$ cat config.mk
export PLATFORM = sky130hd
export DESIGN_NAME = ptid_decoder
export DESIGN_NICKNAME = d
export VERILOG_FILES = /design/src/ptid_pkg.sv /design/src/ptid_decoder.sv
export VERILOG_INCLUDE_DIRS = /design/src
export SDC_FILE = /design/constraint.sdc
export NUM_CORES = 1
export LEC_CHECK = 0
export BUFFER_PORTS_ARGS = -buffer_cell sky130_fd_sc_hd__buf_2
export CELL_PAD_IN_SITES_DETAIL_PLACEMENT = 1
export CELL_PAD_IN_SITES_GLOBAL_PLACEMENT = 1
export CORE_MARGIN = 1
export CORE_UTILIZATION = 40
export DETAILED_ROUTE_END_ITERATION = 6
export GPL_ROUTABILITY_DRIVEN = 0
export PLACE_DENSITY = 0.75
export SYNTH_ARGS = -nofsm -noshare
export SYNTH_HDL_FRONTEND = slang
export SYNTH_SLANG_ARGS = --single-unit
$ cat constraint.sdc
create_clock -name clock -period 4.8 [get_ports clock]
set_input_delay 0 -clock clock [delete_from_list [all_inputs] [get_ports clock]]
set_output_delay 0 -clock clock [all_outputs]
set_load 0.03 [all_outputs]
$ cat src/ptid_consts.svh
// offsets, field positions, reset values and codes of the target decoder
`ifndef PTID_CONSTS_SVH
`define PTID_CONSTS_SVH

// register byte offsets
`define PTID_OFS_W0_CTL      8'h00
`define PTID_OFS_W0_ADD      8'h04
`define PTID_OFS_W1_CTL      8'h08
`define PTID_OFS_W1_ADD      8'h0C
`define PTID_OFS_MISC        8'h10
`define PTID_OFS_MISC2       8'h14
`define PTID_OFS_STAT        8'h18

// window control word fields
`define PTID_CTL_EN          31
`define PTID_CTL_POST        30
`define PTID_CTL_PREF        29
`define PTID_CTL_BWR         28
`define PTID_CTL_FLIP        27
`define PTID_CTL_SPACE       26
`define PTID_CTL_DSZ_HI      25
`define PTID_CTL_DSZ_LO      24
`define PTID_CTL_XC_HI       11
`define PTID_CTL_XC_LO       8
`define PTID_CTL_SZ_HI       3
`define PTID_CTL_SZ_LO       0
`define PTID_CTL_WMASK       32'hFF00_0F0F

// window address word: base on top, translation base below
`define PTID_ADD_BASE_HI     31
`define PTID_ADD_BASE_LO     16
`define PTID_ADD_WMASK       32'hFFFF_FFFF

// global settings
`define PTID_MISC_ORDER      31
`define PTID_MISC_WMASK      32'h8000_003F
`define PTID_MISC2_PERWIN    31
`define PTID_MISC2_BURST4    30
`define PTID_MISC2_SINGLE    29
`define PTID_MISC2_BUSY      28
`define PTID_MISC2_WMASK     32'hF000_003F
`define PTID_CNT_HI          5
`define PTID_CNT_LO          0

// status word fields
`define PTID_STAT_ACTIVE     0
`define PTID_STAT_WIN        1
`define PTID_STAT_CFG        2
`define PTID_STAT_DEVT_HI    5
`define PTID_STAT_DEVT_LO    4
`define PTID_STAT_CNT_HI     31
`define PTID_STAT_CNT_LO     16
`define PTID_DEVSEL_MEDIUM   2'h1

// reset values
`define PTID_RST_WORD        32'h0000_0000

// bus command codes
`define PTID_CMD_IO_RD       4'h2
`define PTID_CMD_IO_WR       4'h3
`define PTID_CMD_MEM_RD      4'h6
`define PTID_CMD_MEM_WR      4'h7
`define PTID_CMD_CFG_RD      4'hA
`define PTID_CMD_CFG_WR      4'hB
`define PTID_CMD_MEM_RDM     4'hC
`define PTID_CMD_MEM_RDL     4'hE
`define PTID_CMD_MEM_WRI     4'hF

// axi responses
`define PTID_RESP_OKAY       2'h0
`define PTID_RESP_SLVERR     2'h2

`endif

$ cat src/ptid_pkg.sv
// types shared by the target decoder
package ptid_pkg;

    typedef struct packed {
        logic        en;
        logic        post;
        logic        pref;
        logic        bwr;
        logic        flip;
        logic        space;
        logic [1:0]  dsz;
        logic [3:0]  xc;
        logic [3:0]  szc;
        logic [15:0] base;
        logic [15:0] trans;
    } ptid_win_t;

    typedef struct packed {
        logic        win;
        logic        rd;
        logic        io;
        logic [3:0]  be_n;
        logic [31:0] addr;
        logic [15:0] translation_base;
        logic [3:0]  xact_code;
        logic [1:0]  dest_port_width;
        logic        post_write_on;
        logic        prefetch_on;
        logic [5:0]  prefetch_amount;
        logic        burst_write_on;
        logic        byte_order;
        logic        burst_four;
        logic        single_beat_prefetch;
        logic        hold_bus_busy;
    } ptid_cyc_t;

endpackage

$ cat src/ptid_decoder.sv
// target window decoder with axi4-lite register slave
//
// Implementation choices: the placing of the registers and register access over AXI4-Lite.
`timescale 1ns/1ps
`include "ptid_consts.svh"

// Operation
// - claim only on enabled window address match or type 0 config access
// - two independent windows, identical capability except that only window 1 can use the second count
// - disabled windows never claim
// - space bit picks memory or io
// - size code doubles from 64 kbytes
// - compare only size-significant top bits
// - devsel two clocks after frame, medium
// - answer io, memory, type 0 config
// - read/write aliases act as plain memory
// - cycle type from window, command, enables
// - posting bit per window
// - transaction code per window
// - port width per window
// - prefetch bit per window, shared count
// - per-window bit selects second count for window 1 prefetch
// - burst write bit per window
// - flip inverts global byte order
// - global four-beat burst bit
// - global single-beat prefetch bit
// - global keep-busy bit
module ptid_decoder #(
    parameter int WIN_NUM = 2
) (
    // clock and reset
    input  wire logic              clock,
    input  wire logic              nrst,
    // axi4-lite write
    input  wire logic [7:0]        s_axi_awaddr,
    input  wire logic              s_axi_awvalid,
    output logic                   s_axi_awready,
    input  wire logic [31:0]       s_axi_wdata,
    input  wire logic [3:0]        s_axi_wstrb,
    input  wire logic              s_axi_wvalid,
    output logic                   s_axi_wready,
    output logic [1:0]             s_axi_bresp,
    output logic                   s_axi_bvalid,
    input  wire logic              s_axi_bready,
    // axi4-lite read
    input  wire logic [7:0]        s_axi_araddr,
    input  wire logic              s_axi_arvalid,
    output logic                   s_axi_arready,
    output logic [31:0]            s_axi_rdata,
    output logic [1:0]             s_axi_rresp,
    output logic                   s_axi_rvalid,
    input  wire logic              s_axi_rready,
    // pci address phase
    input  wire logic              pci_frame_n,
    input  wire logic              pci_irdy_n,
    input  wire logic              pci_idsel,
    input  wire logic [31:0]       pci_ad,
    input  wire logic [3:0]        pci_cbe_n,
    // pci device select pin
    output logic                   pci_devsel_n_o,
    output logic                   pci_devsel_oe_n,
    // local-bus cycle setup
    output ptid_pkg::ptid_cyc_t    cyc,
    output logic                   cyc_valid,
    output logic                   cfg_claim,
    output logic                   target_on
);

    if (WIN_NUM != 2) begin : g_bad_win_num
        $error("ptid_decoder serves exactly two windows");
    end

    localparam logic [2:0] IDX_NONE = 3'h7;

    function automatic logic [2:0] reg_index(input logic [7:0] a);
        case (a)
            `PTID_OFS_W0_CTL: reg_index = 3'h0;
            `PTID_OFS_W0_ADD: reg_index = 3'h1;
            `PTID_OFS_W1_CTL: reg_index = 3'h2;
            `PTID_OFS_W1_ADD: reg_index = 3'h3;
            `PTID_OFS_MISC:   reg_index = 3'h4;
            `PTID_OFS_MISC2:  reg_index = 3'h5;
            `PTID_OFS_STAT:   reg_index = 3'h6;
            default:          reg_index = IDX_NONE;
        endcase
    endfunction

    function automatic logic [31:0] merge(input logic [31:0] old,
                                          input logic [31:0] wd,
                                          input logic [3:0]  st,
                                          input logic [31:0] wm);
        logic [31:0] m;
        m = {{8{st[3]}}, {8{st[2]}}, {8{st[1]}}, {8{st[0]}}} & wm;
        merge = (old & ~m) | (wd & m);
    endfunction

    function automatic ptid_pkg::ptid_win_t win_of(input logic [31:0] c,
                                                  input logic [31:0] a);
        ptid_pkg::ptid_win_t w;
        w.en    = c[`PTID_CTL_EN];
        w.post  = c[`PTID_CTL_POST];
        w.pref  = c[`PTID_CTL_PREF];
        w.bwr   = c[`PTID_CTL_BWR];
        w.flip  = c[`PTID_CTL_FLIP];
        w.space = c[`PTID_CTL_SPACE];
        w.dsz   = c[`PTID_CTL_DSZ_HI:`PTID_CTL_DSZ_LO];
        w.xc    = c[`PTID_CTL_XC_HI:`PTID_CTL_XC_LO];
        w.szc   = c[`PTID_CTL_SZ_HI:`PTID_CTL_SZ_LO];
        w.base  = a[`PTID_ADD_BASE_HI:`PTID_ADD_BASE_LO];
        w.trans = a[15:0];
        win_of  = w;
    endfunction

    // size code n leaves the top 16-n address bits significant
    function automatic logic win_hit(input ptid_pkg::ptid_win_t w,
                                     input logic [31:0] ad,
                                     input logic        io);
        logic [15:0] m;
        m = 16'hFFFF << w.szc;
        win_hit = w.en && (w.space == io)
                  && (((ad[31:16] ^ w.base) & m) == 16'h0000);
    endfunction

    // register file
    logic [31:0]         ctl_r  [WIN_NUM];
    logic [31:0]         ctl_nxt[WIN_NUM];
    logic [31:0]         add_r  [WIN_NUM];
    logic [31:0]         add_nxt[WIN_NUM];
    logic [31:0]         misc_r, misc_nxt, misc2_r, misc2_nxt;
    ptid_pkg::ptid_win_t win    [WIN_NUM];
    logic [WIN_NUM-1:0]  hit;

    // axi write state
    logic       aw_have_r, aw_have_nxt, w_have_r, w_have_nxt;
    logic [7:0] wa_r, wa_nxt;
    logic [31:0] wd_r, wd_nxt;
    logic [3:0] ws_r, ws_nxt;
    logic       awready_nxt, wready_nxt, bvalid_nxt;
    logic [1:0] bresp_nxt;
    logic       do_wr;
    logic [2:0] widx;

    // axi read state
    logic       arready_nxt, rvalid_nxt;
    logic [1:0] rresp_nxt;
    logic [31:0] rdata_nxt;
    logic [2:0] ridx;

    // pci state
    logic       frame_q_r, stage_r, stage_nxt, claim_r, claim_nxt;
    logic       st_win_r, st_win_nxt, st_cfg_r, st_cfg_nxt;
    logic       st_rd_r, st_rd_nxt, st_io_r, st_io_nxt;
    logic [31:0] st_ad_r, st_ad_nxt;
    logic       devsel_nxt, oe_nxt, cyc_valid_nxt, cfg_claim_nxt;
    logic       target_on_nxt;
    logic [15:0] cnt_r, cnt_nxt;
    ptid_pkg::ptid_cyc_t cyc_nxt;
    logic       addr_ph, cmd_io, cmd_mem, cmd_rd, cmd_cfg, cfg_hit;
    logic [3:0] cmd;

    for (genvar g = 0; g < WIN_NUM; g++) begin : g_win
        assign win[g] = win_of(ctl_r[g], add_r[g]);
        assign hit[g] = addr_ph && (cmd_io || cmd_mem)
                        && win_hit(win[g], pci_ad, cmd_io);
    end

    // axi write channel and register updates
    always_comb begin
        aw_have_nxt = aw_have_r;
        w_have_nxt  = w_have_r;
        wa_nxt      = wa_r;
        wd_nxt      = wd_r;
        ws_nxt      = ws_r;
        bvalid_nxt  = s_axi_bvalid;
        bresp_nxt   = s_axi_bresp;
        ctl_nxt     = ctl_r;
        add_nxt     = add_r;
        misc_nxt    = misc_r;
        misc2_nxt   = misc2_r;
        do_wr       = aw_have_r && w_have_r && !s_axi_bvalid;
        widx        = reg_index(wa_r);
        if (s_axi_awvalid && s_axi_awready) begin
            aw_have_nxt = 1'b1;
            wa_nxt      = s_axi_awaddr;
        end
        if (s_axi_wvalid && s_axi_wready) begin
            w_have_nxt = 1'b1;
            wd_nxt     = s_axi_wdata;
            ws_nxt     = s_axi_wstrb;
        end
        if (s_axi_bvalid && s_axi_bready) begin
            bvalid_nxt = 1'b0;
        end
        if (do_wr) begin
            aw_have_nxt = 1'b0;
            w_have_nxt  = 1'b0;
            bvalid_nxt  = 1'b1;
            bresp_nxt   = `PTID_RESP_OKAY;
            case (widx)
                3'h0: ctl_nxt[0] = merge(ctl_r[0], wd_r, ws_r,
                                         `PTID_CTL_WMASK);
                3'h1: add_nxt[0] = merge(add_r[0], wd_r, ws_r,
                                         `PTID_ADD_WMASK);
                3'h2: ctl_nxt[1] = merge(ctl_r[1], wd_r, ws_r,
                                         `PTID_CTL_WMASK);
                3'h3: add_nxt[1] = merge(add_r[1], wd_r, ws_r,
                                         `PTID_ADD_WMASK);
                3'h4: misc_nxt   = merge(misc_r, wd_r, ws_r,
                                         `PTID_MISC_WMASK);
                3'h5: misc2_nxt  = merge(misc2_r, wd_r, ws_r,
                                         `PTID_MISC2_WMASK);
                3'h6: ;
                default: bresp_nxt = `PTID_RESP_SLVERR;
            endcase
        end
        awready_nxt = !aw_have_nxt && !bvalid_nxt;
        wready_nxt  = !w_have_nxt && !bvalid_nxt;
    end

    always_ff @(posedge clock or negedge nrst) begin
        if (!nrst) begin
            aw_have_r     <= 1'b0;
            w_have_r      <= 1'b0;
            wa_r          <= 8'h00;
            wd_r          <= `PTID_RST_WORD;
            ws_r          <= 4'h0;
            s_axi_awready <= 1'b0;
            s_axi_wready  <= 1'b0;
            s_axi_bvalid  <= 1'b0;
            s_axi_bresp   <= `PTID_RESP_OKAY;
            ctl_r         <= '{default: `PTID_RST_WORD};
            add_r         <= '{default: `PTID_RST_WORD};
            misc_r        <= `PTID_RST_WORD;
            misc2_r       <= `PTID_RST_WORD;
        end else begin
            aw_have_r     <= aw_have_nxt;
            w_have_r      <= w_have_nxt;
            wa_r          <= wa_nxt;
            wd_r          <= wd_nxt;
            ws_r          <= ws_nxt;
            s_axi_awready <= awready_nxt;
            s_axi_wready  <= wready_nxt;
            s_axi_bvalid  <= bvalid_nxt;
            s_axi_bresp   <= bresp_nxt;
            ctl_r         <= ctl_nxt;
            add_r         <= add_nxt;
            misc_r        <= misc_nxt;
            misc2_r       <= misc2_nxt;
        end
    end

    // axi read channel
    always_comb begin
        rvalid_nxt = s_axi_rvalid;
        rresp_nxt  = s_axi_rresp;
        rdata_nxt  = s_axi_rdata;
        ridx       = reg_index(s_axi_araddr);
        if (s_axi_rvalid && s_axi_rready) begin
            rvalid_nxt = 1'b0;
        end
        if (s_axi_arvalid && s_axi_arready) begin
            rvalid_nxt = 1'b1;
            rresp_nxt  = `PTID_RESP_OKAY;
            rdata_nxt  = `PTID_RST_WORD;
            case (ridx)
                3'h0: rdata_nxt = ctl_r[0];
                3'h1: rdata_nxt = add_r[0];
                3'h2: rdata_nxt = ctl_r[1];
                3'h3: rdata_nxt = add_r[1];
                3'h4: rdata_nxt = misc_r;
                3'h5: rdata_nxt = misc2_r;
                3'h6: begin
                    rdata_nxt[`PTID_STAT_ACTIVE] = claim_r;
                    rdata_nxt[`PTID_STAT_WIN]    = st_win_r;
                    rdata_nxt[`PTID_STAT_CFG]    = st_cfg_r;
                    rdata_nxt[`PTID_STAT_DEVT_HI:`PTID_STAT_DEVT_LO] =
                        `PTID_DEVSEL_MEDIUM;
                    rdata_nxt[`PTID_STAT_CNT_HI:`PTID_STAT_CNT_LO] = cnt_r;
                end
                default: rresp_nxt = `PTID_RESP_SLVERR;
            endcase
        end
        arready_nxt = !rvalid_nxt;
    end

    always_ff @(posedge clock or negedge nrst) begin
        if (!nrst) begin
            s_axi_arready <= 1'b0;
            s_axi_rvalid  <= 1'b0;
            s_axi_rresp   <= `PTID_RESP_OKAY;
            s_axi_rdata   <= `PTID_RST_WORD;
        end else begin
            s_axi_arready <= arready_nxt;
            s_axi_rvalid  <= rvalid_nxt;
            s_axi_rresp   <= rresp_nxt;
            s_axi_rdata   <= rdata_nxt;
        end
    end

    // pci decode: address edge, one stage, then devsel
    always_comb begin
        cmd     = pci_cbe_n;
        addr_ph = !pci_frame_n && frame_q_r && !claim_r && !stage_r;
        cmd_io  = (cmd == `PTID_CMD_IO_RD) || (cmd == `PTID_CMD_IO_WR);
        cmd_mem = (cmd == `PTID_CMD_MEM_RD) || (cmd == `PTID_CMD_MEM_WR)
                  || (cmd == `PTID_CMD_MEM_RDM) || (cmd == `PTID_CMD_MEM_RDL)
                  || (cmd == `PTID_CMD_MEM_WRI);
        cmd_rd  = (cmd == `PTID_CMD_IO_RD) || (cmd == `PTID_CMD_MEM_RD)
                  || (cmd == `PTID_CMD_MEM_RDM) || (cmd == `PTID_CMD_MEM_RDL)
                  || (cmd == `PTID_CMD_CFG_RD);
        cmd_cfg = (cmd == `PTID_CMD_CFG_RD) || (cmd == `PTID_CMD_CFG_WR);
        cfg_hit = addr_ph && cmd_cfg && pci_idsel
                  && (pci_ad[1:0] == 2'b00);
        stage_nxt  = addr_ph && ((|hit) || cfg_hit);
        st_win_nxt = st_win_r;
        st_cfg_nxt = st_cfg_r;
        st_rd_nxt  = st_rd_r;
        st_io_nxt  = st_io_r;
        st_ad_nxt  = st_ad_r;
        if (stage_nxt) begin
            st_win_nxt = hit[1];
            st_cfg_nxt = !(|hit);
            st_rd_nxt  = cmd_rd;
            st_io_nxt  = cmd_io;
            st_ad_nxt  = pci_ad;
        end
        claim_nxt      = claim_r;
        devsel_nxt     = pci_devsel_n_o;
        oe_nxt         = pci_devsel_oe_n;
        cyc_valid_nxt  = 1'b0;
        cfg_claim_nxt  = 1'b0;
        cnt_nxt        = cnt_r;
        cyc_nxt        = cyc;
        if (stage_r) begin
            claim_nxt  = 1'b1;
            devsel_nxt = 1'b0;
            oe_nxt     = 1'b0;
            cnt_nxt    = cnt_r + 16'h0001;
            cfg_claim_nxt = st_cfg_r;
            cyc_valid_nxt = !st_cfg_r;
            if (!st_cfg_r) begin
                cyc_nxt.win  = st_win_r;
                cyc_nxt.rd   = st_rd_r;
                cyc_nxt.io   = st_io_r;
                // first data phase carries the byte enables
                cyc_nxt.be_n = pci_cbe_n;
                cyc_nxt.addr = st_ad_r;
                cyc_nxt.translation_base = win[st_win_r].trans;
                cyc_nxt.xact_code = win[st_win_r].xc;
                cyc_nxt.dest_port_width = win[st_win_r].dsz;
                cyc_nxt.post_write_on = win[st_win_r].post;
                cyc_nxt.prefetch_on = win[st_win_r].pref;
                cyc_nxt.prefetch_amount =
                    (st_win_r && misc2_r[`PTID_MISC2_PERWIN])
                    ? misc2_r[`PTID_CNT_HI:`PTID_CNT_LO]
                    : misc_r[`PTID_CNT_HI:`PTID_CNT_LO];
                cyc_nxt.burst_write_on = win[st_win_r].bwr;
                cyc_nxt.byte_order = misc_r[`PTID_MISC_ORDER]
                                     ^ win[st_win_r].flip;
                cyc_nxt.burst_four =
                    misc2_r[`PTID_MISC2_BURST4];
                cyc_nxt.single_beat_prefetch =
                    misc2_r[`PTID_MISC2_SINGLE];
                cyc_nxt.hold_bus_busy =
                    misc2_r[`PTID_MISC2_BUSY];
            end
        end else if (claim_r && pci_frame_n && !pci_irdy_n) begin
            claim_nxt  = 1'b0;
            devsel_nxt = 1'b1;
            oe_nxt     = 1'b1;
        end
        target_on_nxt = win[0].en || win[1].en;
    end

    always_ff @(posedge clock or negedge nrst) begin
        if (!nrst) begin
            frame_q_r       <= 1'b1;
            stage_r         <= 1'b0;
            claim_r         <= 1'b0;
            st_win_r        <= 1'b0;
            st_cfg_r        <= 1'b0;
            st_rd_r         <= 1'b0;
            st_io_r         <= 1'b0;
            st_ad_r         <= `PTID_RST_WORD;
            pci_devsel_n_o  <= 1'b1;
            pci_devsel_oe_n <= 1'b1;
            cyc_valid       <= 1'b0;
            cfg_claim       <= 1'b0;
            target_on       <= 1'b0;
            cnt_r           <= 16'h0000;
            cyc             <= '0;
        end else begin
            frame_q_r       <= pci_frame_n;
            stage_r         <= stage_nxt;
            claim_r         <= claim_nxt;
            st_win_r        <= st_win_nxt;
            st_cfg_r        <= st_cfg_nxt;
            st_rd_r         <= st_rd_nxt;
            st_io_r         <= st_io_nxt;
            st_ad_r         <= st_ad_nxt;
            pci_devsel_n_o  <= devsel_nxt;
            pci_devsel_oe_n <= oe_nxt;
            cyc_valid       <= cyc_valid_nxt;
            cfg_claim       <= cfg_claim_nxt;
            target_on       <= target_on_nxt;
            cnt_r           <= cnt_nxt;
            cyc             <= cyc_nxt;
        end
    end
endmodule // ptid_decoder

==> results of run 1 <==
==> worst reg2reg max path, cell delays in order, from the launching register on <==
cell       delay, ns
dfrtp_1         0.60
nor4b_4         0.43
o221ai_2        0.18
a2111oi_0       0.45
nand3_1         0.24
o221ai_4        0.51
buf_4           0.40
mux2_4          0.33
==> worst max path at each step <==
stage | from | to | slack (ns)
final | stage_r | st_ad_r[12] | 1.53
after global routing | stage_r | st_ad_r[12] | 1.26
after CTS | stage_r | st_ad_r[9] | 1.52
after detailed placement | stage_r | st_ad_r[15] | 1.55
after global placement | stage_r | st_ad_r[14] | 1.74
after floorplan | stage_r | st_ad_r[10] | 2.38
==> routing by layer <==
layer / track usage (%) / vias to the layer above / wire length (um)
met3: 3.764 / 76 / 2221
met5: 0 / - / 0
met1: 30.86 / 5434 / 17970
met4: 7.906 / 0 / 1099
met2: 40.15 / 319 / 21290
li1: - / 4669 / -
==> cells in the mapped netlist, types with 8 or more instances <==
cell type  count
a31oi_1        8
o21ai_0       71
nand3_1       12
mux2i_1       38
inv_1         10
nor2_1        21
nand2_1      217
clkbuf_1      51
nand2_2        9
xor2_1        19
nor3_1        12
mux2_4        30
a222oi_1      11
a22oi_1       14
nand4_1        8
xnor2_1       31
mux4_2        11
dfrtp_1      329
mux2_2       162
a21oi_1       15
==> layout make-up <==
cell class	instances	area, um2	share of cell area (%)
flip-flops and latches	331	8285	46.30
diodes	1	2.502	0.01398
well taps	461	576.8	3.223
inverters	11	41.29	0.2307
multi-input cells	762	5773	32.26
clock inverters	9	103.9	0.5803
clock buffers	53	1026	5.733
repair buffers	317	2087	11.66
==> timing repair <==
item | 4_1_cts | 5_1_grt
hold buffers | 89 | 0
endpoints found under the hold margin | 187 | 0
buffers inserted | 0 | 0
==> kinds of logic (layout without fill, tap and decap cells) <==
| family | after synthesis | after routing | share of synthesized area, % |
|---|---|---|---|
| flip-flops | 331 | 331 | 57.67 |
| AND/OR/NAND/NOR | 311 | 311 | 9.502 |
| multiplexers | 243 | 243 | 20.36 |
| AO/OA/AOI/OAI | 155 | 155 | 7.046 |
| buffers and inverters | 75 | 390 | 2.256 |
| XOR/XNOR | 50 | 50 | 3.048 |
| adder cells (fa/ha/maj) | 1 | 1 | 0.08708 |
| other | 1 | 3 | 0.02610 |
==> power by group through the flow <==
stage                     Combinational [mW]  Sequential (mW)  Clock (mW)
after CTS                              0.974             3.58        2.76
after global placement                 0.871             3.59           0
after floorplan                        0.611             3.49           0
after detailed placement               0.905             3.62           0
final                                  0.966             3.59        2.70
after global routing                    1.05             3.64        2.86
==> per-stage QoR <==
| step | hold slack (ns) | utilization (%) | power [mW] |
|---|---|---|---|
| floorplan | -0.2956 | - | 4.098 |
| global placement | 0.08316 | 44.73 | 4.462 |
| detailed placement | 0.08676 | 44.73 | 4.529 |
| CTS | 0.05429 | 50.43 | 7.319 |
| global route | 0.1332 | 50.44 | 7.559 |
| finish | 0.06827 | 50.44 | 7.257 |
==> qor.yml, run 1 <==
yosys:
  synth_top_area_share_pct: 57.31
  synthArstFlopShare_pct: 100.0
  yosys_warnings: 0
  synth-edff-count: 0
  ys_types: 63
  syn_inst: 1167
  synth-seq-cells: 331
  yosysTopAreaCell: "dfrtp_1"
  synth_area_leaders: "dfrtp_1, mux2_2, nand2_1"
  netlist_area_um2: 14370
  synth-seq-area-share_pct: 57.67
  synth.avg_cell_area_um2: 12.31
  synth_flop_cell: "dfrtp_1"
power_and_ir_drop:
  seq_power_share_pct: 49.5
  p_sw_mw: 1.999
  vdd_drop_max_mv: 0.3298
  pwr-share-comb_pct: 13.3
  clockPowerShare_pct: 37.2
  leakagePower_nw: 8.777
  p_sw_share_pct: 27.54
  p_int_mw: 5.258
  power.density_nw_per_um2: 405.5
outcome:
  outcome: "completed"
sta:
  setup_ws_ns: 1.533
  worst_pin_slew_ns: 1.133
  finalSetupViolations: 0
  fin_crit_ns: 3.267
  fin_skew_ns: 0.02004
  fin_crit_sh_pct: 68.07
  final_hold_viol_count: 0
  slew_headroom_pct: 24.48
  rsz0062_at_grt: "no"
  slew_viol_final: 0
  max_clock_freq_ghz: 0.3061
  fin_tns_setup_ns: 0
critical_path:
  crit_type: "register to register"
  startpoint_type: "register"
  r2r_cells: 7
  critPathTopFamily: "compound AO/OA/AOI/OAI gates"
  crit_fanout: 15
  critical-path-slowest-cell: "dfrtp_1"
  reg2reg_setup_slack_ns: 1.53
  reg2reg_from: "stage_r"
  end_kind: "register"
  path_depth: 7
  cp.required_ns: 5.20
  timing.rr.end: "st_ad_r[12]"
  critical_path_buf_inv_count: 1
  path_cells: "nor4b_4 -> o221ai_2 -> a2111oi_0 -> nand3_1 -> o221ai_4 -> buf_4 -> mux2_4"
  worstPathArrival_ns: 3.66
  max_stage_delay_ns: 0.60
cells_and_area:
  mostFrequentLayoutCells: "dfrtp_1, nand2_1, buf_2"
  fin_area_um2: 17900
  fin_nets: 1558
  area_growth_pct: 24.57
  layout-drive-gt1-share_pct: 33.85
  mostFrequentLayoutCell: "dfrtp_1"
  stdcell_count: 1945
  nFillCells: 3739
route:
  viasPerCell: 5.397
  wl_um: 42580
  final_antenna_net_count: 0
  vias: 10500
  drt-pass1-iter-count: 6
  post_drt_wl_per_cell_um: 21.89
  drc: 0
  drtIter0Drc: 635
die:
  die_area_um2: 36680
  die_w_um: 191.5
  placeableCoreArea_um2: 35480
  ioPinCount: 218
  rows: 69
  die_h_um: 191.5
  start_util_pct: 40.49
worst_hold_path:
  whs_endpoint: "s_axi_rdata[8]"
  holdCritStartpoint: "s_axi_arvalid"
  worst_hold_path.num_cells: 4
  min_path_type: "input port to register"
grt:
  grt_max_degree: 109
  grt_overflow: 0
  track_usage_pct: 23.70
  antenna_found_initial: 1
  grt_pass1_wl_um: 66360
  first_global_vias: 11490
place:
  placedCellCount: 1793
  port_buffers: 215
  dpl.hpwl_um: 27880
  postPlaceCellArea_um2: 15870
  place_ws_ns: 1.546
clock_network:
  clkTransAtPathRegs_ns: 0.06
  cts_resized: 0
  cts_tree: "yes"
  cts_buffers: 36
  cts_root_buf: "clkbuf_16"
  clkSinkCount: 331
  htree_levels: 2
  worstSkewPairLatency_ns: 0.52
  clockBufferDepth: 3
job:
  cap_viol_max_count: 0
Note: power is estimated with default switching activity, not from simulation.
==> inputs of run 2 (changes only) <==
==> constraint.sdc (replaced) <==
create_clock -name clock -period 3.35 [get_ports clock]
set_input_delay 0 -clock clock [delete_from_list [all_inputs] [get_ports clock]]
set_output_delay 0 -clock clock [all_outputs]
set_load 0.03 [all_outputs]
==> qor.yml, run 2 (synthesis gave the netlist of run 1 again) <==
critical_path:
  worstPathArrival_ns: 3.26
  max_stage_delay_ns: 0.56
  critical-path-slowest-cell: "or4_1"
  crit_fanout: 8
  cpMostUsedCell: "nor3_1"
  crit_type: "register to register"
  cp.required_ns: 3.75
  end_kind: "register"
  startpoint_type: "register"
  path_cells: "or4_1 -> nor3_1 -> or2b_1 -> nor3_1 -> and2_1 -> mux2_2"
die:
  rows: 69
  die_w_um: 191.5
  placeableCoreArea_um2: 35480
  start_util_pct: 40.49
  die_area_um2: 36680
  ioPinCount: 218
  die_h_um: 191.5
sta:
  worst_pin_slew_ns: 1.115
  fin_crit_ns: 2.862
  finalSetupViolations: 0
  slew_headroom_pct: 25.69
  fin_skew_ns: 0.01995
  final_hold_viol_count: 0
  fin_tns_setup_ns: 0
  slew_viol_final: 0
  setup_ws_ns: 0.4878
  max_clock_freq_ghz: 0.3494
  rsz0062_at_grt: "no"
  fin_crit_sh_pct: 85.44
clock_network:
  cts_tree: "yes"
  htree_levels: 2
  clkSinkCount: 331
  clkTransAtPathRegs_ns: 0.06
  cts_resized: 0
  worstSkewPairLatency_ns: 0.53
  clockBufferDepth: 3
  cts_buffers: 36
  cts_root_buf: "clkbuf_16"
grt:
  track_usage_pct: 23.29
  grt_overflow: 0
  grt_pass1_wl_um: 65880
  antenna_found_initial: 1
  grt_max_degree: 89
  first_global_vias: 11300
route:
  vias: 10460
  viasPerCell: 5.358
  wl_met2_um: 20620
  top_layer_used: "met4"
  drt-met1-wl_um: 18130
  final_antenna_net_count: 0
  post_drt_wl_per_cell_um: 21.38
  drtIter0Drc: 548
  wl_met3_um: 2148
  drt-pass1-iter-count: 5
  wl_um: 41720
  drc: 0
cells_and_area:
  mostFrequentLayoutCell: "dfrtp_1"
  multiInputGateArea_um2: 5773
  fin_nets: 1565
  ff_latch_area_um2: 8285
  stdcell_count: 1952
  area_growth_pct: 25.39
  layout-drive-gt1-share_pct: 34.41
  mostFrequentLayoutCells: "dfrtp_1, nand2_1, buf_2"
  fin_area_um2: 18010
  nFillCells: 3723
  antenna_cells: 0
place:
  dpl.hpwl_um: 28210
  postPlaceCellArea_um2: 15960
  port_buffers: 215
  placedCellCount: 1801
  place_ws_ns: 0.5060
power_and_ir_drop:
  leakagePower_nw: 8.858
  power.density_nw_per_um2: 584.8
  vdd_drop_max_mv: 0.4740
outcome:
  outcome: "completed"
worst_hold_path:
  min_path_type: "input port to register"
job:
  cap_viol_max_count: 0
run 2: cell types whose count changed in the layout (fill, tap and decap cells not counted), sizes merged:
| cell | change |
|---|---|
| dlygate4sd3 | -1 |
| clkinvlp | -2 |
| inv | +2 |
| clkbuf | +2 |
| clkinv | -1 |
| buf | +8 |
| diode | -1 |
run 2: routing by layer:
| metal | track usage, % | vias to the layer above |
|---|---|---|
| li1 | - | 4668 |
| met1 | 31.19 | 5434 |
| met2 | 39.17 | 295 |
| met3 | 3.745 | 61 |
| met4 | 6.105 | 0 |
| met5 | 0 | - |
run 2: cell type report:
type | instances | area share [%]
Clock buffer | 55 | 5.960
Inverter | 11 | 0.2292
Clock inverter | 8 | 0.5626
Tap cell | 461 | 3.202
Sequential cell | 331 | 46.00
Multi-Input combinational cell | 762 | 32.05
Timing Repair Buffer | 324 | 12.00
run 2: where the power goes:
group / internal, mW / leakage, nW / switching (mW)
clock network: 2.37 / 0.578 / 1.62
logic: 0.744 / 3.81 / 0.645
registers: 4.52 / 4.47 / 0.636
run 2: timing repair:
item                                   in CTS  in global routing
setup buffers                               0                  0
endpoints found under the hold margin     174                  0
hold buffers                               88                  0
run 2: worst max-delay path, delay by kind of cell (launching register included):
family / cells / cell delay [ns]
AND/OR/NAND/NOR: 5 / 1.97
multiplexers: 1 / 0.39
flip-flops: 1 / 0.38
run 2: path summary, 6_finish.rpt:
check / from / to / slack (ns) / depth (start not counted)
max: wa_r[0] / register / 0.49 / 6
min: s_axi_arvalid / s_axi_rdata[9] / 0.08 / 4
max reg2reg: wa_r[0] / register / 0.49 / 6
min reg2reg: cyc[42] / cyc[42] / 0.47 / 2
max in group asynchronous: nrst / cyc[43] / 2.35 / 3
min in group asynchronous: nrst / cyc[18] / 0.09 / 2
run 2: through the flow:
step / power, mW / util [%] / hold WS [ns]
after floorplan: 5.872 / - / -0.2956
after global placement: 6.411 / 44.97 / 0.05897
after detailed placement: 6.509 / 44.97 / 0.06402
after CTS: 10.61 / 50.77 / 0.02871
after global routing: 10.96 / 50.77 / 0.1024
final: 10.53 / 50.77 / 0.07707
